===== src/utx_pkg.sv =====
// Shared constants for the host transmit endpoint control block.
// Assumes a 32-bit classic Wishbone register bus with byte addresses.
package utx_pkg;

    ////////////////////////////////////////////////////////////////////////
    // Register byte offsets
    localparam logic [7:0] OFS_TX_CSR = 8'h00;
    localparam logic [7:0] OFS_RX_MAXP = 8'h04;
    localparam logic [7:0] OFS_RX_CSR = 8'h08;
    localparam logic [7:0] OFS_NAK_LIM = 8'h0c;
    localparam logic [7:0] OFS_EP_CFG = 8'h10;

    ////////////////////////////////////////////////////////////////////////
    // Host transmit control/status bit positions
    localparam int TX_MODE = 13;
    localparam int TX_DMA_EN = 12;
    localparam int TX_FORCE_TOG = 11;
    localparam int TX_DMA_MODE = 10;
    localparam int TX_TOG_WREN = 9;
    localparam int TX_TOG = 8;
    localparam int TX_NAK_TO = 7;
    localparam int TX_TOG_CLR = 6;
    localparam int TX_STALL = 5;
    localparam int TX_SETUP = 4;
    localparam int TX_FLUSH = 3;
    localparam int TX_ERR = 2;
    localparam int TX_OCC = 1;
    localparam int TX_LOADED = 0;

    // Device receive control/status bit positions
    localparam int RX_ISO = 14;
    localparam int RX_DMA_EN = 13;
    localparam int RX_NYET_SUP = 12;
    localparam int RX_DMA_MODE = 11;
    localparam int RX_TOG_CLR = 7;
    localparam int RX_STALL_SENT = 6;
    localparam int RX_STALL_REQ = 5;
    localparam int RX_FLUSH = 4;
    localparam int RX_CRC_ERR = 3;
    localparam int RX_OVERRUN = 2;
    localparam int RX_FULL = 1;
    localparam int RX_WAITING = 0;

    // Endpoint configuration fields
    localparam int CFG_TYPE_LSB = 0;
    localparam int CFG_SHARED = 2;
    localparam int CFG_HIGH_SPEED = 3;

    ////////////////////////////////////////////////////////////////////////
    // Values after reset and fixed counts
    localparam logic [15:0] RST_NAK_LIMIT = 16'h0000;
    localparam logic [10:0] RST_MAXP = 11'h000;
    localparam logic [1:0] STRIKE_LIMIT = 2'h3;
    localparam int PAYLOAD_W = 11;

    typedef enum logic [1:0] {
        EP_CTRL = 2'b00,
        EP_ISO = 2'b01,
        EP_BULK = 2'b10,
        EP_INTR = 2'b11
    } utx_ep_type_t;

endpackage


===== src/utx_reg_if.sv =====
// Register access carrier between the bus slave and the endpoint logic.
// Assumes one clock; write strobe is a single-cycle pulse.
`timescale 1ns/1ps
interface utx_reg_if;
    logic wr;
    logic [7:0] addr;
    logic [15:0] wdata;
    logic [1:0] be;
    logic [15:0] rdata;

    modport bus (output wr, output addr, output wdata, output be, input rdata);
    modport regs (input wr, input addr, input wdata, input be, output rdata);
endinterface


===== src/utx_ep_ctrl.sv =====
// Host transmit endpoint control and status, with receive payload limit
// and device-role receive status. Top module with a Wishbone register port.
// Assumes the packet engine reports handshakes as one-cycle pulses on clk_i.
`timescale 1ns/1ps
module utx_ep_ctrl
    import utx_pkg::*;
#(
    parameter int NAK_W = 16,
    parameter int QUEUE_DEPTH = 2
) (
    input wire logic clk_i,
    input wire logic rst_i,
    input wire logic cyc_i,
    input wire logic stb_i,
    input wire logic we_i,
    input wire logic [7:0] adr_i,
    input wire logic [31:0] dat_i,
    input wire logic [3:0] sel_i,
    output logic [31:0] dat_o,
    output logic ack_o,
    input wire logic tx_ack_i,
    input wire logic tx_nak_i,
    input wire logic tx_no_hs_i,
    input wire logic tx_stall_i,
    input wire logic rx_pkt_i,
    input wire logic [PAYLOAD_W-1:0] rx_len_i,
    input wire logic rx_crc_err_i,
    input wire logic rx_store_fail_i,
    input wire logic rx_full_i,
    input wire logic rx_stall_sent_i,
    output logic tx_start_o,
    output logic tx_setup_o,
    output logic tx_toggle_o,
    output logic tx_dir_o,
    output logic tx_dma_req_o,
    output logic tx_ptr_rst_o,
    output logic tx_irq_o,
    output logic rx_len_ok_o,
    output logic rx_irq_o,
    output logic rx_nyet_o,
    output logic rx_stall_o,
    output logic rx_toggle_o,
    output logic rx_dma_req_o,
    output logic rx_ptr_rst_o
);
    localparam int CNT_W = $clog2(QUEUE_DEPTH + 1);
    typedef struct packed {
        logic mode, dma_en, dma_mode, tog_wren, toggle, nak_to, stall, setup, err, loaded;
        logic [CNT_W-1:0] pkt_cnt;
        logic [PAYLOAD_W-1:0] payload_limit;
        logic [NAK_W-1:0] nak_limit;
        logic [1:0] ep_type;
        logic shared, high_speed;
        logic rx_iso, rx_dma_en, nyet_sup, rx_dma_mode, rx_toggle;
        logic rx_stall_sent, rx_stall_req, rx_crc, rx_ovr, rx_wait;
        logic tx_start, tx_ptr_rst, rx_ptr_rst, tx_irq, rx_irq, rx_len_ok, rx_nyet;
    } utx_state_t;
    utx_state_t q_r;
    utx_state_t q_nxt;
    utx_reg_if rb ();
    logic nak_hit, strike_hit, nak_clr, strike_clr, is_bulk, is_bulk_int;

    ////////////////////////////////////////////////////////////////////////
    // Bus front end and handshake counters

    utx_wb_slave u_slave (
        .clk_i(clk_i),
        .rst_i(rst_i),
        .cyc_i(cyc_i),
        .stb_i(stb_i),
        .we_i(we_i),
        .adr_i(adr_i),
        .dat_i(dat_i),
        .sel_i(sel_i),
        .dat_o(dat_o),
        .ack_o(ack_o),
        .rb(rb)
    );

    assign is_bulk = (q_r.ep_type == EP_BULK);
    assign is_bulk_int = is_bulk || (q_r.ep_type == EP_INTR);
    // Counter restarts on any handshake that ends the NAK run
    assign nak_clr = tx_ack_i | tx_stall_i | nak_hit | ~is_bulk;
    assign strike_clr = tx_ack_i | tx_nak_i | tx_stall_i | strike_hit | ~is_bulk_int;

    utx_event_cnt #(.W(NAK_W)) u_nak_cnt (
        .clk_i(clk_i),
        .rst_i(rst_i),
        .clr_i(nak_clr),
        .inc_i(tx_nak_i),
        .limit_i(q_r.nak_limit),
        .hit_o(nak_hit)
    );

    utx_event_cnt #(.W(2)) u_strike_cnt (
        .clk_i(clk_i),
        .rst_i(rst_i),
        .clr_i(strike_clr),
        .inc_i(tx_no_hs_i),
        .limit_i(STRIKE_LIMIT),
        .hit_o(strike_hit)
    );

    ////////////////////////////////////////////////////////////////////////
    // Address decode, shared by read and write paths

    function automatic logic hit(input logic [7:0] a, input logic [7:0] ofs);
        hit = (a == ofs);
    endfunction

    always_comb begin
        rb.rdata = 16'h0000;
        if (hit(rb.addr, OFS_TX_CSR)) begin
            rb.rdata[TX_MODE] = q_r.mode;
            rb.rdata[TX_DMA_EN] = q_r.dma_en;
            rb.rdata[TX_DMA_MODE] = q_r.dma_mode;
            rb.rdata[TX_TOG] = q_r.toggle;
            rb.rdata[TX_NAK_TO] = q_r.nak_to;
            rb.rdata[TX_STALL] = q_r.stall;
            rb.rdata[TX_SETUP] = q_r.setup;
            rb.rdata[TX_ERR] = q_r.err;
            rb.rdata[TX_OCC] = (q_r.pkt_cnt != '0);
            rb.rdata[TX_LOADED] = q_r.loaded;
        end else if (hit(rb.addr, OFS_RX_MAXP)) begin
            rb.rdata[PAYLOAD_W-1:0] = q_r.payload_limit;
        end else if (hit(rb.addr, OFS_RX_CSR)) begin
            rb.rdata[RX_ISO] = q_r.rx_iso;
            rb.rdata[RX_DMA_EN] = q_r.rx_dma_en;
            rb.rdata[RX_NYET_SUP] = q_r.nyet_sup;
            rb.rdata[RX_DMA_MODE] = q_r.rx_dma_mode;
            rb.rdata[RX_STALL_SENT] = q_r.rx_stall_sent;
            rb.rdata[RX_STALL_REQ] = q_r.rx_stall_req;
            rb.rdata[RX_CRC_ERR] = q_r.rx_crc & q_r.rx_iso;
            rb.rdata[RX_OVERRUN] = q_r.rx_ovr & q_r.rx_iso;
            rb.rdata[RX_FULL] = rx_full_i;
            rb.rdata[RX_WAITING] = q_r.rx_wait;
        end else if (hit(rb.addr, OFS_NAK_LIM)) begin
            rb.rdata[NAK_W-1:0] = q_r.nak_limit;
        end else if (hit(rb.addr, OFS_EP_CFG)) begin
            rb.rdata[CFG_TYPE_LSB+1:CFG_TYPE_LSB] = q_r.ep_type;
            rb.rdata[CFG_SHARED] = q_r.shared;
            rb.rdata[CFG_HIGH_SPEED] = q_r.high_speed;
        end
    end

    ////////////////////////////////////////////////////////////////////////
    // Next-state logic: software writes first, link events after, so a
    // hardware set in the same cycle as a software clear wins

    always_comb begin
        logic [15:0] w;
        logic lo, hi, drop;
        w = rb.wdata;
        lo = rb.wr & rb.be[0];
        hi = rb.wr & rb.be[1];
        drop = 1'b0;
        q_nxt = q_r;
        q_nxt.tx_ptr_rst = 1'b0;
        q_nxt.rx_ptr_rst = 1'b0;
        q_nxt.tx_irq = 1'b0;
        q_nxt.rx_irq = 1'b0;
        q_nxt.rx_len_ok = 1'b0;

        if (hit(rb.addr, OFS_TX_CSR)) begin
            if (hi) begin
                q_nxt.mode = w[TX_MODE];
                q_nxt.dma_en = w[TX_DMA_EN];
                q_nxt.dma_mode = w[TX_DMA_MODE];
                if (q_r.tog_wren | w[TX_TOG_WREN]) begin
                    q_nxt.toggle = w[TX_TOG];
                    q_nxt.tog_wren = 1'b0;
                end
                if (w[TX_FORCE_TOG]) begin
                    q_nxt.toggle = ~q_nxt.toggle;
                    drop = 1'b1;
                end
            end
            if (lo) begin
                // Status flags clear on a zero write only
                q_nxt.nak_to = q_r.nak_to & w[TX_NAK_TO];
                q_nxt.stall = q_r.stall & w[TX_STALL];
                q_nxt.err = q_r.err & w[TX_ERR];
                q_nxt.setup = w[TX_SETUP];
                if (w[TX_SETUP] | w[TX_TOG_CLR]) begin
                    q_nxt.toggle = 1'b0;
                end
                if (w[TX_FLUSH] & q_r.loaded) begin
                    drop = 1'b1;
                end
                if (w[TX_LOADED] & ~q_r.loaded & (q_r.pkt_cnt < CNT_W'(QUEUE_DEPTH))) begin
                    q_nxt.loaded = 1'b1;
                    q_nxt.pkt_cnt = q_r.pkt_cnt + 1'b1;
                end
            end
        end

        if (hit(rb.addr, OFS_RX_CSR)) begin
            if (hi) begin
                q_nxt.rx_iso = w[RX_ISO];
                q_nxt.rx_dma_en = w[RX_DMA_EN];
                q_nxt.nyet_sup = w[RX_NYET_SUP];
                q_nxt.rx_dma_mode = w[RX_DMA_MODE];
            end
            if (lo) begin
                q_nxt.rx_toggle = q_r.rx_toggle & ~w[RX_TOG_CLR];
                q_nxt.rx_stall_sent = q_r.rx_stall_sent & w[RX_STALL_SENT];
                q_nxt.rx_stall_req = w[RX_STALL_REQ];
                q_nxt.rx_ovr = q_r.rx_ovr & w[RX_OVERRUN];
                q_nxt.rx_wait = q_r.rx_wait & w[RX_WAITING];
                if (w[RX_FLUSH] & q_r.rx_wait) begin
                    q_nxt.rx_wait = 1'b0;
                    q_nxt.rx_ptr_rst = 1'b1;
                end
            end
        end

        if (hit(rb.addr, OFS_RX_MAXP) && lo) begin
            q_nxt.payload_limit[7:0] = w[7:0];
        end
        if (hit(rb.addr, OFS_RX_MAXP) && hi) begin
            q_nxt.payload_limit[PAYLOAD_W-1:8] = w[PAYLOAD_W-1:8];
        end
        if (hit(rb.addr, OFS_NAK_LIM)) begin
            if (lo) begin
                q_nxt.nak_limit[7:0] = w[7:0];
            end
            if (hi) begin
                q_nxt.nak_limit[NAK_W-1:8] = w[NAK_W-1:8];
            end
        end
        if (hit(rb.addr, OFS_EP_CFG) && lo) begin
            q_nxt.ep_type = w[CFG_TYPE_LSB+1:CFG_TYPE_LSB];
            q_nxt.shared = w[CFG_SHARED];
            q_nxt.high_speed = w[CFG_HIGH_SPEED];
        end

        // Acknowledged transmit completes the loaded packet
        if (tx_ack_i & q_r.tx_start) begin
            q_nxt.toggle = ~q_nxt.toggle;
            q_nxt.setup = 1'b0;
            drop = 1'b1;
            q_nxt.tx_irq = ~(q_r.dma_en & q_r.dma_mode);
        end
        if (drop && (q_nxt.pkt_cnt != '0)) begin
            q_nxt.pkt_cnt = q_nxt.pkt_cnt - 1'b1;
        end
        if (drop) begin
            q_nxt.loaded = 1'b0;
            q_nxt.tx_ptr_rst = ~tx_ack_i;
        end
        if (nak_hit) begin
            q_nxt.nak_to = 1'b1;
        end
        if (strike_hit) begin
            q_nxt.err = 1'b1;
            q_nxt.tx_irq = 1'b1;
        end
        if (tx_stall_i) begin
            q_nxt.stall = 1'b1;
            q_nxt.loaded = 1'b0;
            q_nxt.pkt_cnt = '0;
            q_nxt.tx_ptr_rst = 1'b1;
            q_nxt.tx_irq = 1'b1;
        end

        // Device-role receive side
        if (rx_pkt_i && (rx_len_i <= q_r.payload_limit)) begin
            q_nxt.rx_len_ok = 1'b1;
            q_nxt.rx_wait = 1'b1;
            q_nxt.rx_irq = 1'b1;
            q_nxt.rx_toggle = ~q_nxt.rx_toggle;
            q_nxt.rx_crc = rx_crc_err_i & q_r.rx_iso;
        end
        if (~q_nxt.rx_wait) begin
            q_nxt.rx_crc = 1'b0;
        end
        if (rx_store_fail_i & q_r.rx_iso) begin
            q_nxt.rx_ovr = 1'b1;
        end
        if (rx_stall_sent_i) begin
            q_nxt.rx_stall_sent = 1'b1;
        end
        // NYET is sent only at high speed with a full FIFO and no suppress
        q_nxt.rx_nyet = q_nxt.high_speed & ~q_nxt.nyet_sup & rx_full_i;

        // Halted or wrong-direction endpoints issue no tokens
        q_nxt.tx_start = q_nxt.loaded & ~q_nxt.nak_to & ~q_nxt.stall & (q_nxt.mode | ~q_nxt.shared);
    end

    always_ff @(posedge clk_i) begin
        if (rst_i) begin
            q_r <= '0;
            q_r.payload_limit <= RST_MAXP;
            q_r.nak_limit <= NAK_W'(RST_NAK_LIMIT);
        end else begin
            q_r <= q_nxt;
        end
    end

    ////////////////////////////////////////////////////////////////////////
    // Outputs straight from state

    assign tx_start_o = q_r.tx_start;
    assign tx_setup_o = q_r.setup;
    assign tx_toggle_o = q_r.toggle;
    assign tx_dir_o = q_r.mode;
    assign tx_dma_req_o = q_r.dma_en;
    assign tx_ptr_rst_o = q_r.tx_ptr_rst;
    assign tx_irq_o = q_r.tx_irq;
    assign rx_len_ok_o = q_r.rx_len_ok;
    assign rx_irq_o = q_r.rx_irq;
    assign rx_nyet_o = q_r.rx_nyet;
    assign rx_stall_o = q_r.rx_stall_req;
    assign rx_toggle_o = q_r.rx_toggle;
    assign rx_dma_req_o = q_r.rx_dma_en;
    assign rx_ptr_rst_o = q_r.rx_ptr_rst;

endmodule


===== src/utx_event_cnt.sv =====
// Saturating event counter with a programmable threshold.
// Assumes inc and clr come from logic on the same clock.
`timescale 1ns/1ps
module utx_event_cnt #(
    parameter int W = 16
) (
    input wire logic clk_i,
    input wire logic rst_i,
    input wire logic clr_i,
    input wire logic inc_i,
    input wire logic [W-1:0] limit_i,
    output logic hit_o
);

    typedef struct packed {
        logic [W-1:0] cnt;
    } utx_cnt_state_t;

    utx_cnt_state_t q_r;
    utx_cnt_state_t q_nxt;

    always_comb begin
        q_nxt = q_r;
        if (clr_i) begin
            q_nxt.cnt = '0;
        end else if (inc_i && (q_r.cnt != {W{1'b1}})) begin
            q_nxt.cnt = q_r.cnt + 1'b1;
        end
    end

    always_ff @(posedge clk_i) begin
        if (rst_i) begin
            q_r <= '0;
        end else begin
            q_r <= q_nxt;
        end
    end

    // A zero limit disables the threshold
    assign hit_o = (limit_i != '0) && (q_r.cnt >= limit_i);

endmodule


===== src/utx_wb_slave.sv =====
// Classic Wishbone slave front end for the endpoint registers.
// Assumes master holds the request until ack; every access is answered.
`timescale 1ns/1ps
module utx_wb_slave
    import utx_pkg::*;
(
    input wire logic clk_i,
    input wire logic rst_i,
    input wire logic cyc_i,
    input wire logic stb_i,
    input wire logic we_i,
    input wire logic [7:0] adr_i,
    input wire logic [31:0] dat_i,
    input wire logic [3:0] sel_i,
    output logic [31:0] dat_o,
    output logic ack_o,
    utx_reg_if.bus rb
);

    typedef struct packed {
        logic ack;
        logic [31:0] dat;
    } utx_wb_state_t;

    utx_wb_state_t q_r;
    utx_wb_state_t q_nxt;
    logic req;

    // One request per handshake: ack drops the cycle after it is given
    assign req = cyc_i & stb_i & ~q_r.ack;
    assign rb.wr = req & we_i;
    assign rb.addr = adr_i;
    assign rb.wdata = dat_i[15:0];
    assign rb.be = sel_i[1:0];

    always_comb begin
        q_nxt = q_r;
        q_nxt.ack = req;
        if (req & ~we_i) begin
            q_nxt.dat = {16'h0000, rb.rdata};
        end
    end

    always_ff @(posedge clk_i) begin
        if (rst_i) begin
            q_r <= '0;
        end else begin
            q_r <= q_nxt;
        end
    end

    assign ack_o = q_r.ack;
    assign dat_o = q_r.dat;

endmodule

===== config.mk =====
export PLATFORM = sky130hd
export DESIGN_NAME = utx_ep_ctrl
export DESIGN_NICKNAME = d
export VERILOG_FILES = /design/src/utx_pkg.sv /design/src/utx_reg_if.sv /design/src/utx_ep_ctrl.sv /design/src/utx_event_cnt.sv /design/src/utx_wb_slave.sv
export SDC_FILE = /design/constraint.sdc
export NUM_CORES = 1
export LEC_CHECK = 0
export ABC_CLOCK_PERIOD_IN_PS = 2100
export BUFFER_PORTS_ARGS = -buffer_cell sky130_fd_sc_hd__buf_2
export CORE_UTILIZATION = 40
export DETAILED_ROUTE_END_ITERATION = 10
export RECOVER_POWER = 50
export SLEW_MARGIN = 30
export SYNTH_ARGS = -nofsm -noshare
export SYNTH_HDL_FRONTEND = slang
export SYNTH_SLANG_ARGS = --single-unit

===== constraint.sdc =====
create_clock -name clk_i -period 2.1 [get_ports clk_i]
set_input_delay 0.315 -clock clk_i [delete_from_list [all_inputs] [get_ports clk_i]]
set_output_delay 0.315 -clock clk_i [all_outputs]
set_load 0.1 [all_outputs]

==> results.toml <==
[placement]
globalplace.congestion = 0.885
place_inst = 895
dpl.hpwl_um = 11600
place_ws_ns = -0.139
port_buffers = 81
place_area_mm2 = 0.00592

[global_route]
antenna_found_initial = 0
grt_use_total_pct = 24.6
grt_pass1_wl_um = 24500
grt_max_degree = 75
grt.overflow.total = 0
grt_pass1_vias = 4954

[routing]
num_vias = 5007
ant_nets = 0
drt-vias-per-instance = 5.48
drt_iter0_drc = 366
remaining_drc_errors = 0
avgRoutedWirePerCell_um = 16.6
drt_wl_total_um = 15200
drt-pass1-iter-count = 5

[worst_setup_path]
cp-start-kind = "flop"
critPathArrivalTime_ns = 2.31
path_class = "reg -> reg"
cp_cell_sequence = "inv_1, ha_4, buf_4, a21oi_2, o21ai_2, or2_2, o32a_4, clkbuf_16, nor3_2"
cp-end-kind = "flop"
cp_max_fo = 8
cp_slowest_cell = "o32a_4"
crit_required_ns = 2.38
max_stage_delay_ns = 0.39

[power]
p_leak_nw = 2.54
p_seq_share_pct = 45.5
clkPwrFrac_pct = 41.8
combPwrFrac_pct = 12.7
power_density_mw_per_mm2 = 618
peakVddDrop_v = 0.000571
intPower_w = 0.00282
switchingPower_w = 0.00112
swShare_pct = 28.4

[sta]
setup_violations = 0
hold_viol = 0
drv_slew = 0
layout_setup_ws_ns = 0.0686
fin_crit_sh_pct = 96.7
fin_crit_ns = 2.03
slew-limit-headroom_pct = 0.508
worstMarginPinSlew_ns = 1.49
fin_skew_ns = 0.00655
clock.fmax_ghz = 0.492
tns_ns = 0

[floorplanning]
dieArea_mm2 = 0.0130
rows = 40
core_area_mm2 = 0.0121
die_w_um = 114
start_util_pct = 41.3
ios = 116
die_y_um = 114

[cts]
clk_pin_slew_ns = 0.07
root_buffer = "clkbuf_16"
cts_made_buffers = 9
clk_latency_ns = 0.35
clock_path_buffers = 2
cts_tree = "yes"
cts_hold_buf = 0
clock_sinks = 93
cts_max_level = 3

[layout]
area_growth_pct = 27.4
n_antenna_cell = 0
drive_above_1_share_pct = 25.2
layout.cells.non_filler = 913
final_util_pct = 52.6
fin_area_mm2 = 0.00637
fin_nets = 840

[synth]
synth_seq_area_share_pct = 37.2
syn_area_mm2 = 0.00500
ys_warn_count = 0
synthCells = 613
synth-edff-count = 0
synth_flop_cell = "dfxtp_1"
synth_cell_types = 59
ys_async_sr_fraction_pct = 0
ys_ff_latch = 93
avgSynthCellArea_um2 = 8.16

[status]
status = "finished with violations"
violations = "max-capacitance violations"

[job]
maxCapViolations = 1

[hold_path]
min_path_type = "in -> reg"
-- final timing paths --
kind,start,end,slack (ns),depth (start not counted)
min reg2reg,u_slave.dat_o[8],u_slave.dat_o[8],0.45,2
max,q_r[36],u_nak_cnt.q_r[4],0.07,9
min,rx_stall_sent_i,q_r[11],0.20,3
max reg2reg,q_r[36],u_nak_cnt.q_r[4],0.07,9
-- kinds of logic (layout without fill, tap and decap cells) --
family / count (synthesis) / after routing / synth area share (%)
simple gates: 222 / 222 / 22.4
compound gates: 156 / 156 / 18.7
flops: 93 / 93 / 37.2
buf+inv: 76 / 193 / 7.25
fa+ha+maj: 31 / 31 / 7.75
mux: 20 / 20 / 4.10
xor+xnor: 14 / 14 / 2.45
other cells: 1 / 16 / 0.0750
-- cell type report --
type,instances,area (µm²)
clock buffer,9,225
clock inverter,7,72.6
fill,1220,5740
inverter,34,128
multi-input combinational,459,2980
sequential,93,1870
tap,168,210
timing repair buffer,143,887
-- timing repair --
item / 4_1_cts / 5_1_grt
buffers inserted: 0 / 1
pin swaps: 3 / 1
setup endpoints to repair: 17 / 22
gates resized for setup: 7 / 19
gates cloned: 0 / 1
-- cell usage in the layout, fill, tap and decap left out, types with 3 or more instances in the layout --
cell type,Yosys,routed
dfxtp_1,93,88
nor2_1,79,79
a21oi_1,77,75
buf_4,17,57
buf_2,5,50
nand2_1,49,49
inv_1,34,33
clkbuf_2,0,29
ha_1,31,28
o21ai_0,28,27
mux2i_1,16,16
nand3_1,16,16
conb_1,1,16
nand4_1,13,13
xnor2_1,10,10
nor3_1,12,10
clkbuf_16,0,10
a211oi_1,9,8
nor2b_1,7,7
nor4_1,8,7
a21o_1,6,6
o2111ai_1,6,6
and3_1,6,6
clkbuf_1,17,5
dfxtp_2,0,5
a22oi_1,4,4
nand3b_1,4,4
xor2_1,4,4
or2_2,3,3
a221oi_1,3,3
mux2_2,4,3
ha_4,0,3
-- cells in the mapped netlist, types with 3 or more instances --
library cell  count  share of area, %
a2111oi_0         4              0.70
a211oi_1          9               1.4
a21o_1            6              0.90
a21oi_1          77               7.7
a221oi_1          3              0.53
a22oi_1           4              0.60
and3_1            6              0.75
buf_2             5              0.50
buf_4            17               2.6
clkbuf_1         17               1.3
dfxtp_1          93                37
ha_1             31               7.8
inv_1            34               2.6
mux2_2            4              0.90
mux2i_1          16               3.2
nand2_1          49               3.7
nand2b_1          3              0.38
nand3_1          16               1.6
nand3b_1          4              0.60
nand4_1          13               1.6
nor2_1           79               5.9
nor2b_1           7              0.88
nor3_1           12               1.2
nor4_1            8               1.0
nor4bb_1          3              0.60
o2111ai_1         6               1.1
o21ai_0          28               2.8
or2_2             3              0.38
xnor2_1          10               1.8
xor2_1            4              0.70
-- registers in the layout, indices dropped and copies added, names as in the netlist, 2 cells and up --
register          cells
u_nak_cnt.q_r        16
u_strike_cnt.q_r      2
q_r                  45
u_slave.dat_o        16
-- layer usage --
metal  vias to the layer above  track usage (%)  routed length, µm
met5                         -                0                  0
met4                         0             6.67                142
met3                        13             6.22               1080
met2                       171             40.3               7250
met1                      2410             32.0               6730
li1                       2413                -                  -
-- stage by stage --
step	hold WS, ns	power (W)
floorplan	0.394	0.00221
global placement	0.433	0.00232
detailed placement	0.438	0.00233
CTS	0.183	0.00399
global route	0.195	0.00410
finish	0.197	0.00394
-- critical path, delay by kind of cell (launching register included) --
kind                     cells  cell delay (ns)
adder cells (fa/ha/maj)      1             0.24
AO/OA/AOI/OAI                3             0.59
AND/OR/NAND/NOR              2             0.43
buffers and inverters        3             0.36
flip-flops                   1             0.33
-- power by group through the flow --
stage,Clock [W],Combinational [W],Sequential (W)
finish,0.00165,0.000502,0.00179
floorplan,0,0.000281,0.00193
global placement,0,0.000491,0.00183
CTS,0.00170,0.000500,0.00179
global route,0.00177,0.000531,0.00179
detailed placement,0,0.000498,0.00183
No activity file was read; power rests on OpenSTA's default activity.
